### src/include/ucsm_pkg.sv
/*
  Shared constants for the clock-synchronous multi-slave serial channel:
  register offsets, field positions, reset values, counts and states.
  Assumes a 32-bit APB register bus with one aligned word per register.
*/
package ucsm_pkg;

  // Register byte offsets
  localparam logic [7:0] OFF_TXBUF  = 8'h00;
  localparam logic [7:0] OFF_RXBUF  = 8'h04;
  localparam logic [7:0] OFF_BAUD   = 8'h08;
  localparam logic [7:0] OFF_MODE   = 8'h0c;
  localparam logic [7:0] OFF_CTRL0  = 8'h10;
  localparam logic [7:0] OFF_CTRL1  = 8'h14;
  localparam logic [7:0] OFF_PHASE  = 8'h18;
  localparam logic [7:0] OFF_SHARED = 8'h1c;

  // channel_mode_register fields
  localparam int MODE_SMD   = 0;
  localparam int MODE_CLOCK_SOURCE_SELECT = 3;
  localparam int MODE_DATA_POLARITY_INVERT = 7;
  localparam logic [2:0] MODE_SYNC_MULTI = 3'h1;

  // channel_control_zero fields
  localparam int C0_CLK   = 0;
  localparam int C0_CRS   = 2;
  localparam int C0_SHIFT_REGISTER_EMPTY_FLAG = 3;
  localparam int C0_CRD   = 4;
  localparam int C0_NCH   = 5;
  localparam int C0_CLOCK_EDGE_POLARITY = 6;
  localparam int C0_BIT_ORDER_SELECT = 7;

  // channel_control_one fields
  localparam int C1_TE = 0;
  localparam int C1_TI = 1;
  localparam int C1_RE = 2;
  localparam int C1_RI = 3;
  localparam logic [7:0] C1_STORE_MASK = 8'h35;

  // receive_buffer view and phase register fields
  localparam int RX_OER   = 12;
  localparam int PH_CLOCK_PHASE_SELECT  = 1;
  localparam int PH_CLOCK_OUTPUT_DRIVE  = 3;

  // shared_serial_control fields
  localparam int SH_IRS0   = 0;
  localparam int SH_IRS1   = 1;
  localparam int SH_RRM0   = 2;
  localparam int SH_RRM1   = 3;
  localparam int SH_CLOCK_PIN_SELECT = 4;
  localparam int SH_MULTI_CLOCK_PIN_ENABLE = 5;

  // Reset values
  localparam logic [7:0] RST_REG  = 8'h00;
  localparam logic [7:0] RST_BAUD = 8'h00;

  // Frame and prescaler counts
  localparam logic [3:0] DATA_BITS = 4'h8;
  localparam logic [3:0] OVR_BIT   = 4'h7;
  localparam logic [4:0] PRE_F2    = 5'h01;
  localparam logic [4:0] PRE_F8    = 5'h07;
  localparam logic [4:0] PRE_F32   = 5'h1f;

  typedef enum logic [1:0] {
    ST_IDLE = 2'b00,
    ST_XFER = 2'b01
  } ucsm_state_e;

endpackage

### src/verilog/ucsm_baud_gen.sv
/*
  Transfer clock generator: prescaler and 8-bit divider giving one
  pulse per half period of the master transfer clock.
  Assumes run is held high for the whole transfer.
*/
`timescale 1ns/1ps

module ucsm_baud_gen (
  // Clock and reset
  input  wire logic       sys_clk,
  input  wire logic       arst_n,
  // Control
  input  wire logic       run,
  input  wire logic [1:0] src_sel,
  input  wire logic [7:0] divisor,
  // Half-period pulse
  output logic            half_tick
);

  logic [4:0] pre_ff;
  logic [7:0] div_ff;
  logic       tick_ff;
  logic       src_tick;
  logic       div_end;
  logic [4:0] nxt_pre;
  logic [7:0] nxt_div;

  // Count source select: f1, f2, f8, f32
  assign src_tick = (src_sel == 2'h0) ? 1'b1 :
                    (src_sel == 2'h1) ? (pre_ff[0] == ucsm_pkg::PRE_F2[0]) :
                    (src_sel == 2'h2) ? (pre_ff[2:0] == ucsm_pkg::PRE_F8[2:0]) :
                    (pre_ff == ucsm_pkg::PRE_F32);
  assign div_end  = src_tick && (div_ff == divisor);
  assign nxt_pre  = pre_ff + 5'h01;
  assign nxt_div  = !run ? 8'h00 : div_end ? 8'h00 : src_tick ? div_ff + 8'h01 : div_ff;
  assign half_tick = tick_ff;

  always_ff @(posedge sys_clk or negedge arst_n) begin
    if (!arst_n) begin
      pre_ff  <= 5'h00;
      div_ff  <= 8'h00;
      tick_ff <= 1'b0;
    end else begin
      pre_ff  <= nxt_pre;
      div_ff  <= nxt_div;
      tick_ff <= run && div_end;
    end
  end

endmodule

### src/verilog/ucsm_serial_channel.sv
/*
  One serial channel in clock-synchronous multi-slave mode with its
  APB register file, master clock generation and slave clock input.
  Assumes slave select is done by general ports outside this block.
*/
// The APB register port and the address map were left to the implementer.
// Notes on behaviour
// - Overrun leaves receive buffer undefined and raises no receive request.
// - Received eight bits are readable in receive buffer bits 0 to 7.
// - Clock source select 0 is master on divider, 1 is slave.
// - Two-bit count source field picks the prescaled clock for the divider.
// - Handshake disable reads 1; handshake select has no effect.
// - A flag shows that the transmit shift register is empty.
// - A control bit picks push-pull or open-drain transmit output.
// - Phase and polarity bits select one of four clock schemes.
// - Transmission only when the transmit enable bit is 1.
// - Reception only when the receive enable bit is 1.
// - A flag shows whether the transmit buffer is empty or full.
// - A flag shows completed reception with data in the buffer.
// - Shared register holds a transmit request cause bit per channel.
// - With multi-pin clock bit 0 the clock pin select has no effect.
// - Master and slaves use the same clock polarity and phase.
// - Every transfer moves exactly eight data bits.
// - Master clock is source clock over twice divider plus one.
// - Overrun when unread buffer meets the seventh bit of new data.
// - Transfer needs transmit enable and a full transmit buffer.
`timescale 1ns/1ps

module ucsm_serial_channel #(
  parameter int CHAN   = 0,
  parameter int ADDR_W = 8
) (
  // Clock and reset
  input  wire logic              sys_clk,
  input  wire logic              arst_n,
  // APB slave
  input  wire logic              psel,
  input  wire logic              penable,
  input  wire logic              pwrite,
  input  wire logic [ADDR_W-1:0] paddr,
  input  wire logic [31:0]       pwdata,
  output logic      [31:0]       prdata,
  output logic                   pready,
  output logic                   pslverr,
  // Serial pins
  input  wire logic              sclk_in,
  output logic                   sclk_out,
  output logic                   sclk_oe_n,
  output logic                   txd_out,
  output logic                   txd_oe_n,
  input  wire logic              rxd_in,
  // Transfer event pulses
  output logic                   tx_req,
  output logic                   rx_req
);

  localparam int IRS_BIT = (CHAN == 1) ? ucsm_pkg::SH_IRS1 : ucsm_pkg::SH_IRS0;

  // Registers
  logic [7:0]  tb_ff;
  logic [7:0]  rb_ff;
  logic [7:0]  baud_ff;
  logic [7:0]  mode_ff;
  logic [7:0]  ctrl0_ff;
  logic [7:0]  ctrl1_ff;
  logic [7:0]  phase_ff;
  logic [7:0]  shared_ff;
  logic        tx_full_ff;
  logic        shift_register_empty_flag_ff;
  logic        ri_ff;
  logic        oer_ff;
  logic [31:0] prdata_ff;
  logic [1:0]  sync1_ff;
  logic [1:0]  sync2_ff;
  logic        sclk_d_ff;
  logic        sclk_ff;
  logic        txd_ff;
  logic        txoe_n_ff;
  logic        sclkoe_n_ff;
  logic        tx_req_ff;
  logic        rx_req_ff;
  logic        rx_on_ff;
  logic        frame_ovr_ff;
  logic [7:0]  tx_sh_ff;
  logic [7:0]  rx_sh_ff;
  logic [3:0]  bit_cnt_ff;
  ucsm_pkg::ucsm_state_e st_ff, nxt_st;

  // Bus decode
  wire setup   = psel && !penable;
  wire access  = psel && penable;
  wire wr      = access && pwrite;
  wire rd      = access && !pwrite;
  wire hit_tb  = paddr == ADDR_W'(ucsm_pkg::OFF_TXBUF);
  wire hit_rb  = paddr == ADDR_W'(ucsm_pkg::OFF_RXBUF);
  wire hit_bd  = paddr == ADDR_W'(ucsm_pkg::OFF_BAUD);
  wire hit_md  = paddr == ADDR_W'(ucsm_pkg::OFF_MODE);
  wire hit_c0  = paddr == ADDR_W'(ucsm_pkg::OFF_CTRL0);
  wire hit_c1  = paddr == ADDR_W'(ucsm_pkg::OFF_CTRL1);
  wire hit_ph  = paddr == ADDR_W'(ucsm_pkg::OFF_PHASE);
  wire hit_sh  = paddr == ADDR_W'(ucsm_pkg::OFF_SHARED);
  wire mapped  = hit_tb || hit_rb || hit_bd || hit_md || hit_c0 || hit_c1 || hit_ph || hit_sh;
  wire wr_tb   = wr && hit_tb;
  wire rd_rb   = rd && hit_rb;

  // Mode fields
  wire active  = mode_ff[2:0] == ucsm_pkg::MODE_SYNC_MULTI;
  wire slave   = mode_ff[ucsm_pkg::MODE_CLOCK_SOURCE_SELECT];
  wire invert  = mode_ff[ucsm_pkg::MODE_DATA_POLARITY_INVERT];
  wire clock_edge_polarity   = ctrl0_ff[ucsm_pkg::C0_CLOCK_EDGE_POLARITY];
  wire clock_phase_select    = phase_ff[ucsm_pkg::PH_CLOCK_PHASE_SELECT];
  wire lsb_1st = !ctrl0_ff[ucsm_pkg::C0_BIT_ORDER_SELECT];
  wire odrain  = ctrl0_ff[ucsm_pkg::C0_NCH];
  wire te      = ctrl1_ff[ucsm_pkg::C1_TE];
  wire re      = ctrl1_ff[ucsm_pkg::C1_RE];
  wire irs     = shared_ff[IRS_BIT];

  // Clock edges: master from own divider, slave from synchronised pin
  wire half_tick;
  wire xfer     = st_ff == ucsm_pkg::ST_XFER;
  wire idle_lvl = !(clock_edge_polarity ^ clock_phase_select);
  wire s_rise   = sync2_ff[0] && !sclk_d_ff;
  wire s_fall   = !sync2_ff[0] && sclk_d_ff;
  wire m_rise   = half_tick && !sclk_ff;
  wire m_fall   = half_tick && sclk_ff;
  wire rise     = xfer && (slave ? s_rise : m_rise);
  wire fall     = xfer && (slave ? s_fall : m_fall);
  wire smp_edge = clock_edge_polarity ? fall : rise;
  wire out_edge = clock_edge_polarity ? rise : fall;
  wire rx_bit   = sync2_ff[1] ^ invert;
  wire last_smp = smp_edge && (bit_cnt_ff == ucsm_pkg::DATA_BITS - 4'h1);
  wire ovr_hit  = smp_edge && rx_on_ff && ri_ff
                  && (bit_cnt_ff == ucsm_pkg::OVR_BIT - 4'h1);
  wire start    = !xfer && active && te && tx_full_ff;
  wire done     = xfer && last_smp;
  wire rx_store = done && rx_on_ff && !frame_ovr_ff && !ovr_hit;
  wire shift_en = out_edge && (bit_cnt_ff != 4'h0) && !last_smp;

  // Shift data paths
  wire [7:0] rx_next = lsb_1st ? {rx_bit, rx_sh_ff[7:1]} : {rx_sh_ff[6:0], rx_bit};
  wire [7:0] tx_next = lsb_1st ? {1'b0, tx_sh_ff[7:1]} : {tx_sh_ff[6:0], 1'b0};
  logic [7:0] nxt_tx_sh;
  logic       cur_bit;

  always_comb begin
    nxt_st    = st_ff;
    nxt_tx_sh = tx_sh_ff;
    if (start) begin
      nxt_st    = ucsm_pkg::ST_XFER;
      nxt_tx_sh = tb_ff;
    end else if (done || (xfer && !active)) begin
      nxt_st = ucsm_pkg::ST_IDLE;
    end else if (shift_en) begin
      nxt_tx_sh = tx_next;
    end
    cur_bit = lsb_1st ? nxt_tx_sh[0] : nxt_tx_sh[7];
  end

  // Register read views
  logic [7:0]  c0_view, c1_view;
  logic [31:0] rb_view, rd_mux;

  always_comb begin
    c0_view = ctrl0_ff;
    c0_view[ucsm_pkg::C0_SHIFT_REGISTER_EMPTY_FLAG] = shift_register_empty_flag_ff;
    c0_view[ucsm_pkg::C0_CRD]   = 1'b1;
    c1_view = ctrl1_ff & ucsm_pkg::C1_STORE_MASK;
    c1_view[ucsm_pkg::C1_TI] = !tx_full_ff;
    c1_view[ucsm_pkg::C1_RI] = ri_ff;
    rb_view = {24'h000000, rb_ff};
    rb_view[ucsm_pkg::RX_OER] = oer_ff;
    rd_mux = 32'h00000000;
    if (hit_tb) begin
      rd_mux = {24'h000000, tb_ff};
    end else if (hit_rb) begin
      rd_mux = rb_view;
    end else if (hit_bd) begin
      rd_mux = {24'h000000, baud_ff};
    end else if (hit_md) begin
      rd_mux = {24'h000000, mode_ff};
    end else if (hit_c0) begin
      rd_mux = {24'h000000, c0_view};
    end else if (hit_c1) begin
      rd_mux = {24'h000000, c1_view};
    end else if (hit_ph) begin
      rd_mux = {24'h000000, phase_ff};
    end else if (hit_sh) begin
      rd_mux = {24'h000000, shared_ff};
    end
  end

  // Flag next values; hardware set wins over software clear
  wire nxt_tx_full = wr_tb ? 1'b1 : (start ? 1'b0 : tx_full_ff);
  wire nxt_ri      = rx_store ? 1'b1 : (rd_rb ? 1'b0 : ri_ff);
  wire nxt_oer     = ovr_hit ? 1'b1 : ((!re || !active) ? 1'b0 : oer_ff);
  wire nxt_shift_register_empty_flag   = start ? 1'b0 : (done || (xfer && !active)) ? 1'b1 : shift_register_empty_flag_ff;
  wire nxt_sclk    = (xfer && !slave && half_tick) ? !sclk_ff : (xfer ? sclk_ff : idle_lvl);
  wire nxt_txd     = (xfer || start) ? (cur_bit ^ invert) : 1'b1;
  wire nxt_txoe_n  = !(active && te) ? 1'b1 : (odrain ? nxt_txd : 1'b0);
  wire nxt_tx_req  = (start && !irs) || (done && irs);
  wire nxt_cnt_inc = smp_edge && !last_smp;

  ucsm_baud_gen u_baud (
    .sys_clk   (sys_clk),
    .arst_n    (arst_n),
    .run       (xfer && !slave),
    .src_sel   (ctrl0_ff[1:0]),
    .divisor   (baud_ff),
    .half_tick (half_tick)
  );

  // Pin synchronisers and edge history
  always_ff @(posedge sys_clk or negedge arst_n) begin
    if (!arst_n) begin
      sync1_ff  <= 2'h3;
      sync2_ff  <= 2'h3;
      sclk_d_ff <= 1'b1;
    end else begin
      sync1_ff  <= {rxd_in, sclk_in};
      sync2_ff  <= sync1_ff;
      sclk_d_ff <= sync2_ff[0];
    end
  end

  // Software registers
  always_ff @(posedge sys_clk or negedge arst_n) begin
    if (!arst_n) begin
      tb_ff     <= ucsm_pkg::RST_REG;
      baud_ff   <= ucsm_pkg::RST_BAUD;
      mode_ff   <= ucsm_pkg::RST_REG;
      ctrl0_ff  <= ucsm_pkg::RST_REG;
      ctrl1_ff  <= ucsm_pkg::RST_REG;
      phase_ff  <= ucsm_pkg::RST_REG;
      shared_ff <= ucsm_pkg::RST_REG;
      prdata_ff <= 32'h00000000;
    end else begin
      if (wr_tb) tb_ff <= pwdata[7:0];
      if (wr && hit_bd) baud_ff <= pwdata[7:0];
      if (wr && hit_md) mode_ff <= pwdata[7:0];
      if (wr && hit_c0) ctrl0_ff <= pwdata[7:0];
      if (wr && hit_c1) ctrl1_ff <= pwdata[7:0] & ucsm_pkg::C1_STORE_MASK;
      if (wr && hit_ph) phase_ff <= pwdata[7:0];
      if (wr && hit_sh) shared_ff <= pwdata[7:0];
      if (setup) prdata_ff <= rd_mux;
    end
  end

  // Transfer engine
  always_ff @(posedge sys_clk or negedge arst_n) begin
    if (!arst_n) begin
      st_ff        <= ucsm_pkg::ST_IDLE;
      tx_sh_ff     <= 8'h00;
      rx_sh_ff     <= 8'h00;
      rb_ff        <= 8'h00;
      bit_cnt_ff   <= 4'h0;
      tx_full_ff   <= 1'b0;
      shift_register_empty_flag_ff     <= 1'b1;
      ri_ff        <= 1'b0;
      oer_ff       <= 1'b0;
      rx_on_ff     <= 1'b0;
      frame_ovr_ff <= 1'b0;
      sclk_ff      <= 1'b1;
      sclkoe_n_ff  <= 1'b1;
      txd_ff       <= 1'b1;
      txoe_n_ff    <= 1'b1;
      tx_req_ff    <= 1'b0;
      rx_req_ff    <= 1'b0;
    end else begin
      st_ff        <= nxt_st;
      tx_sh_ff     <= nxt_tx_sh;
      tx_full_ff   <= nxt_tx_full;
      shift_register_empty_flag_ff     <= nxt_shift_register_empty_flag;
      ri_ff        <= nxt_ri;
      oer_ff       <= nxt_oer;
      sclk_ff      <= nxt_sclk;
      sclkoe_n_ff  <= !(active && !slave);
      txd_ff       <= nxt_txd;
      txoe_n_ff    <= nxt_txoe_n;
      tx_req_ff    <= nxt_tx_req;
      rx_req_ff    <= rx_store;
      if (smp_edge) rx_sh_ff <= rx_next;
      if (rx_store) rb_ff <= rx_next;
      if (start) begin
        bit_cnt_ff   <= 4'h0;
        rx_on_ff     <= re;
        frame_ovr_ff <= 1'b0;
      end else begin
        if (nxt_cnt_inc) bit_cnt_ff <= bit_cnt_ff + 4'h1;
        if (ovr_hit) frame_ovr_ff <= 1'b1;
      end
    end
  end

  // Outputs
  assign prdata    = prdata_ff;
  assign pready    = 1'b1;
  assign pslverr   = access && !mapped;
  assign sclk_out  = sclk_ff;
  assign sclk_oe_n = sclkoe_n_ff;
  assign txd_out   = txd_ff;
  assign txd_oe_n  = txoe_n_ff;
  assign tx_req    = tx_req_ff;
  assign rx_req    = rx_req_ff;

endmodule
### config.mk
export PLATFORM = sky130hd
export DESIGN_NAME = ucsm_serial_channel
export DESIGN_NICKNAME = d
export VERILOG_FILES = /design/src/include/ucsm_pkg.sv /design/src/verilog/ucsm_baud_gen.sv /design/src/verilog/ucsm_serial_channel.sv
export SDC_FILE = /design/constraint.sdc
export NUM_CORES = 1
export LEC_CHECK = 0
export ABC_AREA = 1
export BUFFER_PORTS_ARGS = -buffer_cell sky130_fd_sc_hd__buf_2
export CELL_PAD_IN_SITES_DETAIL_PLACEMENT = 0
export CELL_PAD_IN_SITES_GLOBAL_PLACEMENT = 1
export CORE_MARGIN = 2
export CORE_UTILIZATION = 46
export DETAILED_ROUTE_END_ITERATION = 6
export GPL_TIMING_DRIVEN = 0
export PLACE_DENSITY_LB_ADDON = 0.1
export SYNTH_ARGS = -nofsm -noshare
export SYNTH_HDL_FRONTEND = slang
export SYNTH_SLANG_ARGS = --single-unit
export TNS_END_PERCENT = 5
### constraint.sdc
create_clock -name sys_clk -period 4.4 [get_ports sys_clk]
set_input_delay 0.88 -clock sys_clk [delete_from_list [all_inputs] [get_ports sys_clk]]
set_output_delay 0.88 -clock sys_clk [all_outputs]
set_load 0.05 [all_outputs]
==> impl_metrics.py <==
metrics = {
    "detailed_routing": {
        "first_iter_violations": 372,
        "dr_wl_met2_um": 7020,
        "dr_total_vias": 4868,
        "top_layer": "met4",
        "detail_route.first_pass.iterations": 5,
        "wl_met1_um": 7080,
        "viasPerCell": 5.10,
        "drc": 0,
        "wl_per_cell_um": 15.9,
        "wl_met3_um": 722,
        "wl_um": 15100,
        "antenna_left": 0,
    },
    "clocking": {
        "postCtsResizedCells": 0,
        "cts-buffers-inserted": 17,
        "clock-sinks": 119,
        "cts_tree": "yes",
        "h-tree-depth": 4,
        "cts_setup_buffers": 0,
        "clk_path_buf_depth": 2,
        "clkSlewWorstSetupHoldPaths_ps": 50,
        "clock_latency_ps": 420,
        "ctsHoldBuffers": 0,
        "cts_root_buf": "clkbuf_16",
    },
    "floorplanning": {
        "rows": 40,
        "die_y_um": 116,
        "die_w_um": 116,
        "initial_core_util": 0.476,
        "core_um2": 12200,
        "die-area_um2": 13500,
        "pin_count": 87,
    },
    "sta": {
        "rsz0062_at_grt": "no",
        "hold_viol": 0,
        "finalMaxSlewViolations": 0,
        "tightest_slew_ps": 749,
        "fin_crit_ps": 2820,
        "relSlewSlack": 0.498,
        "post-route-period-util": 0.640,
        "setup_viol": 0,
        "fin_skew_ps": 6.87,
        "final.setup.tns_ps": 0,
        "fmax_mhz": 355,
    },
    "placed_design": {
        "gp_congestion": 0.977,
        "place_hpwl_um": 11100,
        "port_buffers": 38,
        "placed_area_um2": 6300,
    },
    "synthesis": {
        "synth_edf_count": 0,
        "synth_cells": 693,
        "synth_area_per_cell_um2": 8.35,
        "ys_seq_elements": 119,
        "ys.flop_type": "dfrtp_1",
        "ys_seq_area_frac": 0.517,
        "synth.distinct_cells": 39,
        "async_flop_share": 1.00,
        "yosys_warnings": 0,
        "netlist_area_um2": 5790,
    },
    "run_status": {
        "status": "completed",
    },
    "worst_setup_path": {
        "cp_data_required_time_ps": 3520,
        "critPathCaptureType": "output pin",
        "cp-start-kind": "input pin",
        "path_class": "input pin to output pin",
        "path_max_fanout": 4,
        "critical_path_arrival_ps": 1940,
    },
    "job": {
        "drv_cap": 0,
    },
    "pwr": {
        "p_leak_nw": 3.33,
        "peakVddDrop_mv": 0.246,
        "p_seq_frac": 0.414,
        "power.clock.fraction": 0.522,
        "power_density_nw_per_um2": 395,
        "switching_share": 0.232,
        "switchingPower_mw": 0.633,
        "combPwrFrac": 0.064,
        "p_int_mw": 2.10,
    },
    "final_layout": {
        "diodes": 0,
        "nets": 827,
        "drive_gt1_frac": 0.164,
        "final_area_um2": 6910,
        "area_growth_pct": 19.4,
    },
    "grt": {
        "grt_overflow": 0,
        "grt_max_degree": 80,
        "grtUsageTotal": 0.247,
        "grt_pass1_wl_um": 24800,
        "grt_pass1_vias": 4601,
        "antenna_found_initial": 0,
    },
    "worst_hold_path": {
        "hp-class": "flip-flop to flip-flop",
    },
}
[layout by cell type (no fill, tap or decap), types with 12 or more instances in the layout]
cell / instances
nand2_1: 211
clkbuf_1: 16
nand3_1: 28
a21oi_1: 21
inv_1: 70
dfrtp_1: 109
o21ai_0: 86
nor2_1: 30
conb_1: 24
buf_2: 40
buf_4: 24
nand4_1: 12
clkbuf_16: 17
[final timing paths]
path / start / to / slack (ps) / cells after the start
worst max register to register: mode_ff[3]$_DFFE_PN0P_ / rb_ff[4]$_DFFE_PN0P_ / 2340 / 12
worst min register to register: sync1_ff[0]$_DFF_PN1_ / sync2_ff[0]$_DFF_PN1_ / 350 / 0
min in group asynchronous: arst_n / bit_cnt_ff[3]$_DFFE_PN0P_ / 360 / 1
worst min-delay path: sync1_ff[0]$_DFF_PN1_ / sync2_ff[0]$_DFF_PN1_ / 350 / 0
max in group asynchronous: arst_n / sclk_oe_n$_DFF_PN1_ / 3300 / 2
worst max-delay path: paddr[4] / pslverr / 1580 / 6
[state kept, by name (all words and copies together) (netlist names), 8 cells and up]
register	flops
prdata	9
baud_ff	8
mode_ff	8
phase_ff	8
rb_ff	8
rx_sh_ff	8
shared_ff	8
tb_ff	8
tx_sh_ff	8
u_baud.div_ff	8
[metrics by stage]
stage,setup WS (ps),util,total power [mW],std cells,hold WS [ps]
final,1580,0.568,2.73,954,354
after global routing,1490,0.568,2.82,954,357
after detailed placement,1570,0.518,1.32,922,348
after global placement,944,0.515,1.32,921,346
after CTS,1570,0.568,2.74,954,355
after floorplan,1160,-,1.26,715,345
[synthesized netlist by cell type, types with 3 or more instances]
cell type | number | area share
inv_2 | 5 | 0.0032
xnor2_1 | 10 | 0.015
nor2_1 | 30 | 0.019
nor3_1 | 5 | 0.0043
a21oi_1 | 21 | 0.018
o211ai_1 | 6 | 0.0078
clkbuf_1 | 12 | 0.0078
nor3_2 | 3 | 0.0052
nand4_1 | 12 | 0.013
nor2_2 | 3 | 0.0032
ha_1 | 7 | 0.015
o22ai_1 | 3 | 0.0032
buf_4 | 24 | 0.031
nand3_1 | 28 | 0.024
dfrtp_1 | 109 | 0.47
buf_2 | 3 | 0.0026
inv_1 | 70 | 0.045
dfstp_2 | 10 | 0.045
nand3_2 | 4 | 0.0069
o21ai_0 | 86 | 0.074
nand2_1 | 211 | 0.14
o221ai_1 | 5 | 0.0076
[kinds of logic (layout without fill, tap and decap cells)]
logic type / after synthesis / after routing / synth area share
other cells: 2 / 24 / 0.00130
fa+ha+maj: 7 / 7 / 0.0151
compound gates: 131 / 131 / 0.124
xor+xnor: 11 / 11 / 0.0167
buf+inv: 114 / 185 / 0.0902
flops: 119 / 119 / 0.517
simple gates: 309 / 309 / 0.236
[critical path, stage by stage]
cell and delay [ps]:
buf_2 90, inv_1 30, nand3_1 220, inv_1 110, a211oi_1 290, buf_2 320
[metal layers]
| layer | track usage | vias up |
|---|---|---|
| met5 | 0 | - |
| met4 | 0.0849 | 0 |
| met3 | 0.0545 | 23 |
| met2 | 0.387 | 143 |
| met1 | 0.343 | 2326 |
| li1 | - | 2376 |
[power groups by stage]
stage	Clock [mW]	Combinational [mW]	Sequential, mW
detailed placement	0	0.177	1.15
floorplan	0	0.116	1.15
global placement	0	0.170	1.15
global route	1.49	0.195	1.13
CTS	1.44	0.177	1.13
finish	1.42	0.175	1.13
[area by class of cell]
class / instances / area, um2
repair buffers: 39 / 224
multi-input cells: 482 / 2360
flip-flops and latches: 119 / 2990
inverters: 75 / 282
well taps: 168 / 210
plain buffers: 39 / 240
clock inverters: 8 / 121
clock buffers: 24 / 482
fillers: 1166 / 5260
No activity file was read; power rests on OpenSTA's default activity.
